<file path="src/rtl/cap_params.svh">
// Purpose: Constants for the center-aligned PWM channel
// Assumes: 20 MHz core clock
// Notes:   Values used by both design files
`ifndef CAP_PARAMS_SVH
`define CAP_PARAMS_SVH
`define CAP_CNT_W       16
`define CAP_PS_W        3
`define CAP_PS_DIV2     3'h1
`define CAP_CNT_RST     16'h0000
`define CAP_MOD_RST     16'h0000
`define CAP_CHV_RST     16'h8000
`define CAP_SIGN_BIT    15
`endif

</file>
<file path="src/rtl/cap_pkg.sv">
// Purpose: Types for the center-aligned PWM channel
// Assumes: Nothing
// Notes:   Types only
package cap_pkg;
  typedef enum logic {CAP_DOWN, CAP_UP} cap_dir_e;
endpackage

</file>
<file path="src/rtl/cap_tick_if.sv">
// Purpose: Carries the counter tick between the channel modules
// Assumes: One clock domain
// Notes:   Divider drives, channel consumes
`timescale 1ns/10ps
`default_nettype none
interface cap_tick_if;
  logic tick;
  modport src (output tick);
  modport dst (input  tick);
endinterface
`default_nettype wire

</file>
<file path="src/rtl/cap_prescaler.sv">
// Purpose: Counter-clock enable from the prescale select
// Assumes: Select is stable or changes rarely
// Notes:   Divider restarts from zero on a select change
`timescale 1ns/10ps
`default_nettype none
`include "cap_params.svh"
module cap_prescaler (
  // Clock and reset
  input  wire logic              core_clk,
  input  wire logic              srst,
  // Select
  input  wire logic [2:0]        prescaleSelect,
  // Tick out
  cap_tick_if.src                tickBus
);
  logic       phase_ff;
  logic       nxt_phase;
  logic [2:0] selSeen_ff;
  logic       tick_ff;
  logic       nxt_tick;

  always_comb begin
    nxt_phase = ~phase_ff;
    nxt_tick  = 1'b1;
    if (prescaleSelect != selSeen_ff) begin
      // Restart so the first counter edge after a change is predictable
      nxt_phase = 1'b0;
      nxt_tick  = 1'b0;
    end else if (prescaleSelect == `CAP_PS_DIV2) begin
      nxt_tick = phase_ff;
    end
  end

  always_ff @(posedge core_clk) begin
    if (srst) begin
      phase_ff   <= 1'b0;
      selSeen_ff <= 3'h0;
      tick_ff    <= 1'b0;
    end else begin
      phase_ff   <= nxt_phase;
      selSeen_ff <= prescaleSelect;
      tick_ff    <= nxt_tick;
    end
  end

  assign tickBus.tick = tick_ff;

  div2_rate_a: assert property (@(posedge core_clk) disable iff (srst)
    (tick_ff && prescaleSelect == `CAP_PS_DIV2 && $stable(prescaleSelect)
     && selSeen_ff == prescaleSelect) |=> !tick_ff)
    else $error("Divide-by-two tick on consecutive cycles");
endmodule
`default_nettype wire

</file>
<file path="src/rtl/cap_pwm_channel.sv">
// Purpose: Center-aligned PWM channel with period-boundary duty update
// Assumes: Software writes both bytes before the period boundary
// Notes:   Output is active high
`timescale 1ns/10ps
`default_nettype none
`include "cap_params.svh"
module cap_pwm_channel (
  // Clock and reset
  input  wire logic                   core_clk,
  input  wire logic                   srst,
  // Settings
  input  wire logic [15:0]            channelValue,
  input  wire logic [15:0]            moduloValue,
  input  wire logic [2:0]             prescaleSelect,
  // Output and status
  output logic                        pwmOut,
  output logic [15:0]                 counterValue,
  output logic                        countingUp,
  output logic                        periodStart
);
  cap_tick_if tickBus ();

  cap_prescaler uPre (
    .core_clk       (core_clk),
    .srst           (srst),
    .prescaleSelect (prescaleSelect),
    .tickBus        (tickBus)
  );

  logic [15:0]         cnt_ff;
  logic [15:0]         nxt_cnt;
  cap_pkg::cap_dir_e   dir_ff;
  cap_pkg::cap_dir_e   nxt_dir;
  logic [15:0]         activeVal_ff;
  logic [15:0]         nxt_activeVal;
  logic                out_ff;
  logic                nxt_out;
  logic                start_ff;
  logic                nxt_start;
  logic                boundary;
  // Direction flag kept in its own flop so the status pin has no decode behind it
  logic                upOut_ff;
  logic                nxt_upOut;

  // Period boundary is the turn at modulo, where down counting starts
  assign boundary = tickBus.tick && (dir_ff == cap_pkg::CAP_UP) && (cnt_ff >= moduloValue);

  always_comb begin
    nxt_cnt       = cnt_ff;
    nxt_dir       = dir_ff;
    nxt_activeVal = activeVal_ff;
    nxt_start     = 1'b0;
    if (tickBus.tick) begin
      unique case (dir_ff)
        cap_pkg::CAP_DOWN: begin
          if (cnt_ff == 16'h0000) begin
            nxt_dir = cap_pkg::CAP_UP;
            nxt_cnt = (moduloValue == 16'h0000) ? 16'h0000 : 16'h0001;
          end else begin
            nxt_cnt = cnt_ff - 16'h0001;
          end
        end
        cap_pkg::CAP_UP: begin
          if (boundary) begin
            nxt_dir       = cap_pkg::CAP_DOWN;
            nxt_cnt       = (moduloValue == 16'h0000) ? 16'h0000 : moduloValue - 16'h0001;
            // Duty latched only here, so mid-period writes never glitch the pulse
            nxt_activeVal = channelValue;
            nxt_start     = 1'b1;
          end else begin
            nxt_cnt = cnt_ff + 16'h0001;
          end
        end
      endcase
    end
  end

  always_comb begin
    nxt_upOut = (nxt_dir == cap_pkg::CAP_UP);
    if (nxt_activeVal[`CAP_SIGN_BIT]) begin
      nxt_out = 1'b0;
    end else if (nxt_activeVal >= moduloValue) begin
      nxt_out = 1'b1;
    end else begin
      // Strict compare; modulo minus one still yields proportional duty
      nxt_out = (nxt_cnt < nxt_activeVal);
    end
  end

  always_ff @(posedge core_clk) begin
    if (srst) begin
      cnt_ff       <= `CAP_CNT_RST;
      dir_ff       <= cap_pkg::CAP_UP;
      activeVal_ff <= `CAP_CHV_RST;
      out_ff       <= 1'b0;
      start_ff     <= 1'b0;
      upOut_ff     <= 1'b1;
    end else begin
      cnt_ff       <= nxt_cnt;
      dir_ff       <= nxt_dir;
      activeVal_ff <= nxt_activeVal;
      out_ff       <= nxt_out;
      start_ff     <= nxt_start;
      upOut_ff     <= nxt_upOut;
    end
  end

  assign pwmOut       = out_ff;
  assign counterValue = cnt_ff;
  assign countingUp   = upOut_ff;
  assign periodStart  = start_ff;

  full_duty_a: assert property (@(posedge core_clk) disable iff (srst)
    (!activeVal_ff[15] && activeVal_ff >= moduloValue && $stable(moduloValue)
     && !start_ff) |-> out_ff)
    else $error("Full duty not held active");

  neg_zero_a: assert property (@(posedge core_clk) disable iff (srst)
    activeVal_ff[15] |-> !out_ff)
    else $error("Negative value drove output active");

  compare_out_a: assert property (@(posedge core_clk) disable iff (srst)
    (!activeVal_ff[15] && activeVal_ff < moduloValue && $stable(moduloValue))
      |-> out_ff == (cnt_ff < activeVal_ff))
    else $error("Output disagrees with count compare");

  dir_down_a: assert property (@(posedge core_clk) disable iff (srst)
    (dir_ff == cap_pkg::CAP_DOWN && tickBus.tick && cnt_ff != 16'h0000)
      |=> cnt_ff == $past(cnt_ff) - 16'h0001)
    else $error("Down count step wrong");

  hold_mid_a: assert property (@(posedge core_clk) disable iff (srst)
    !start_ff |-> $stable(activeVal_ff))
    else $error("Duty changed inside a period");

  up_step_a: assert property (@(posedge core_clk) disable iff (srst)
    (dir_ff == cap_pkg::CAP_UP && tickBus.tick && cnt_ff < moduloValue)
      |=> cnt_ff == $past(cnt_ff) + 16'h0001)
    else $error("Up count step wrong");

  bottom_turn_a: assert property (@(posedge core_clk) disable iff (srst)
    (dir_ff == cap_pkg::CAP_DOWN && tickBus.tick && cnt_ff == 16'h0000)
      |=> dir_ff == cap_pkg::CAP_UP)
    else $error("No turn to up counting at zero");

  top_turn_a: assert property (@(posedge core_clk) disable iff (srst)
    boundary |=> (dir_ff == cap_pkg::CAP_DOWN && start_ff))
    else $error("No turn to down counting at modulo");

  start_pulse_a: assert property (@(posedge core_clk) disable iff (srst)
    start_ff |=> !start_ff)
    else $error("Period start longer than one cycle");

  tick_hold_a: assert property (@(posedge core_clk) disable iff (srst)
    !tickBus.tick |=> $stable(cnt_ff))
    else $error("Counter moved without a tick");

  zero_duty_a: assert property (@(posedge core_clk) disable iff (srst)
    (activeVal_ff == 16'h0000 && moduloValue != 16'h0000 && $stable(moduloValue))
      |-> !out_ff)
    else $error("Zero value drove output active");

  reset_state_a: assert property (@(posedge core_clk)
    srst |=> (cnt_ff == 16'h0000 && countingUp && !out_ff && !start_ff))
    else $error("Reset state wrong");
endmodule
`default_nettype wire

</file>
<file path="config.mk">
export PLATFORM = sky130hd
export DESIGN_NAME = cap_pwm_channel
export DESIGN_NICKNAME = d
export VERILOG_FILES = /design/src/rtl/cap_pkg.sv /design/src/rtl/cap_tick_if.sv /design/src/rtl/cap_prescaler.sv /design/src/rtl/cap_pwm_channel.sv
export VERILOG_INCLUDE_DIRS = /design/src /design/src/rtl
export SDC_FILE = /design/constraint.sdc
export NUM_CORES = 1
export LEC_CHECK = 0
export ABC_AREA = 1
export BUFFER_PORTS_ARGS = -buffer_cell sky130_fd_sc_hd__buf_2
export CORE_MARGIN = 2
export CORE_UTILIZATION = 59
export DETAILED_ROUTE_END_ITERATION = 16
export PLACE_DENSITY = 0.87
export SLEW_MARGIN = 20
export SYNTH_ARGS = -nofsm -noshare
export SYNTH_HDL_FRONTEND = slang
export SYNTH_SLANG_ARGS = --single-unit
</file>
<file path="constraint.sdc">
create_clock -name core_clk -period 4.06 [get_ports core_clk]
set_clock_uncertainty 0.15 [all_clocks]
set_input_delay 0.203 -clock core_clk [delete_from_list [all_inputs] [get_ports core_clk]]
set_output_delay 0.203 -clock core_clk [all_outputs]
set_load 0.1 [all_outputs]
</file>
==> metrics.txt <==
Top Ports 56; Mean Syn Cell Area roughly 7 um2; Port Buf Inserts 55; worst endpoint required time 4120 ps; GR Util All Layers 0.304; Die X 85.9 um; share of post-route cells with drive strength above 1 0.221; Yosys Warn Count 0; register area share after synthesis 0.202; most frequent cells in the layout nand2_1 (94), inv_1 (67), buf_2 (55); DRT antenna net count 0; grt total ovfl 0; # rows 29; Synth Register Bits 40; Final Routed Wirelength 10800 um; fmax 275 MHz; DR pass1 iterations 11; filler instances 535; total die area 0.00738 mm2; Rel. slew slack 0.432; leakage power approximately 2.4 nW; min cycle time layout 3630 ps; H-tree depth 2; Mapped Cells 567; Slew @ Worst Pin roughly 850 ps; Synth area leaders dfxtp_1 (20%), ha_1 (15%), nand2_1 (8.9%); initial core utilization 0.616; largest net degree at the start of global routing 34; R2R setup slack ~430 ps; Root Buffer clkbuf_8; CTS-repair resized insts 0; violated checks DRC; Crit. End Element register; CP Launch Type register; CTS tree built; worst min path class primary input to register; most common cell after layout, fill and taps aside nand2_1; mapped cell area 0.00396 mm2; final core occ 0.681; Multi-input gate area around 0.0028 mm2; dominant cell type by area after synthesis dfxtp_1; number of global-route vias before repair between 3000 and 4000; Via Count about 4000; Clock Sinks 40; first-pass GRT wire length 18000 um; Worst Path Max Fanout 29; # diodes 0; die height 85.9 um; Finished Layout Cells 696; setup TNS 0 ps; Final Max Slew Viols 0; Worst-path clk slew 100 ps; Reg area 802 um2; Area Growth Syn to Fin 10.5%; via/cell ratio ~5.8; CTS Buf Count 5; post-CTS setup buffers 0; maxcap violations 0; critical path type register to register; wire length per cell 15.5 um; Hold Vio Cnt, Final 0; First DRT Iteration DRCs 340; count of cell types in the netlist 47; post-route clock period utilization 0.895; status finished, violations left; Core ar. ~0.0064 mm2; CP arrival 3700 ps; nets 704; DP HPWL 8470 um; GP Congestion 1.00; final setup violation count 0; Worst-Skew Late Latency 310 ps; initial antenna violation count 0; share of the synthesized area in the top cell type 0.202; RSZ-0062 raised after global routing no; DR DRC count 1; peak supply drop 0.189 mV; clock buffer depth 2; placed cell count 687; syn_nets around 650; Pwr per Cell Area around 220 mW/mm2
-- Yosys cell counts (all sizes together) --
cell / instances
xnor2: 4
dfxtp: 40
o221ai: 7
nor3: 19
xor2: 26
clkinv: 2
nand2: 102
o31ai: 3
o32ai: 1
o21ai: 40
o221a: 1
o21a: 1
o22ai: 1
nor2: 65
a32oi: 1
a2bb2oi: 1
nor4: 6
a22oi: 2
ha: 49
a21oi: 38
a211oi: 4
nand4: 7
or2: 16
clkbuf: 8
nand3: 27
a31oi: 4
buf: 10
o211ai: 2
and2: 3
inv: 77
-- critical path, stage by stage (launching register included) --
cell	delay, ps
dfxtp_1	590
ha_1	340
a21oi_1	150
o21a_1	130
nand2_1	50
nand2_1	50
nand2_1	70
nand2_2	170
inv_2	230
or2_2	330
o21ai_0	200
inv_1	110
ha_1	310
nand2_1	100
nor2_1	50
a211oi_1	190
o221ai_1	130
a21oi_1	130
a21oi_1	70
-- per-stage QoR --
step / setup WS (ps) / hold WS (ps) / area, um2 / power, mW
2_1_floorplan: 82.6 / 160 / 3960 / 0.588
3_3_place_gp: 590 / 255 / 4270 / 0.652
3_5_place_dp: 483 / 256 / 4270 / 0.658
4_1_cts: 470 / 0.446 / 4370 / 0.950
5_1_grt: 97.0 / 5.71 / 4370 / 0.995
6_report: 427 / 4.69 / 4370 / 0.948
-- registers in the layout, indices dropped and copies added, names as in the netlist --
signal and count:
activeVal_ff 16, counterValue 16, uPre.selSeen_ff 3, countingUp 1
periodStart 1, pwmOut 1, uPre.phase_ff 1, uPre.tickBus.tick 1
-- what timing repair did --
action | CTS | global route
hold buffers | 1 | 0
endpoints found under the hold margin | 1 | 0
setup endpoints to repair | 0 | 0
-- kinds of logic after synthesis --
logic type / Yosys count / synth area share
XOR/XNOR: 30 / 0.0664
adder cells (fa/ha/maj): 49 / 0.155
flip-flops: 40 / 0.202
AO/OA/AOI/OAI: 106 / 0.160
buffers and inverters: 97 / 0.101
AND/OR/NAND/NOR: 245 / 0.315
-- area by class of cell --
cell class                 count  share of cell area
multi-input combinational    430               0.631
sequential                    40               0.183
timing repair buffer          62              0.0756
inverter                      79              0.0678
tap                           77              0.0220
clock buffer                   5              0.0157
clock inverter                 3             0.00487
-- report_power, final --
group	total [mW]	internal, mW	switching, mW
registers	0.409	0.398	0.0108
clock network	0.294	0.123	0.172
logic	0.245	0.0811	0.164
total	0.948	0.602	0.346
-- metal layers --
| metal | track usage | share of wire | up-vias |
|---|---|---|---|
| met5 | 0 | 0 | - |
| met4 | 0.108 | 0.028 | 0 |
| met3 | 0.0472 | 0.078 | 33 |
| met2 | 0.505 | 0.46 | 175 |
| met1 | 0.399 | 0.43 | 1825 |
| li1 | - | - | 1986 |
-- final timing paths --
path | startpoint | to | cells after the start
worst max-delay path | counterValue[5]$_SDFF_PP0_ | pwmOut$_SDFF_PP0_ | 18
worst min-delay path | prescaleSelect[0] | uPre.selSeen_ff[0]$_SDFF_PP0_ | 3
worst max register to register | counterValue[5]$_SDFF_PP0_ | pwmOut$_SDFF_PP0_ | 18
worst min register to register | uPre.phase_ff$_SDFF_PP0_ | uPre.phase_ff$_SDFF_PP0_ | 1
No activity file was read; power rests on OpenSTA's default activity.
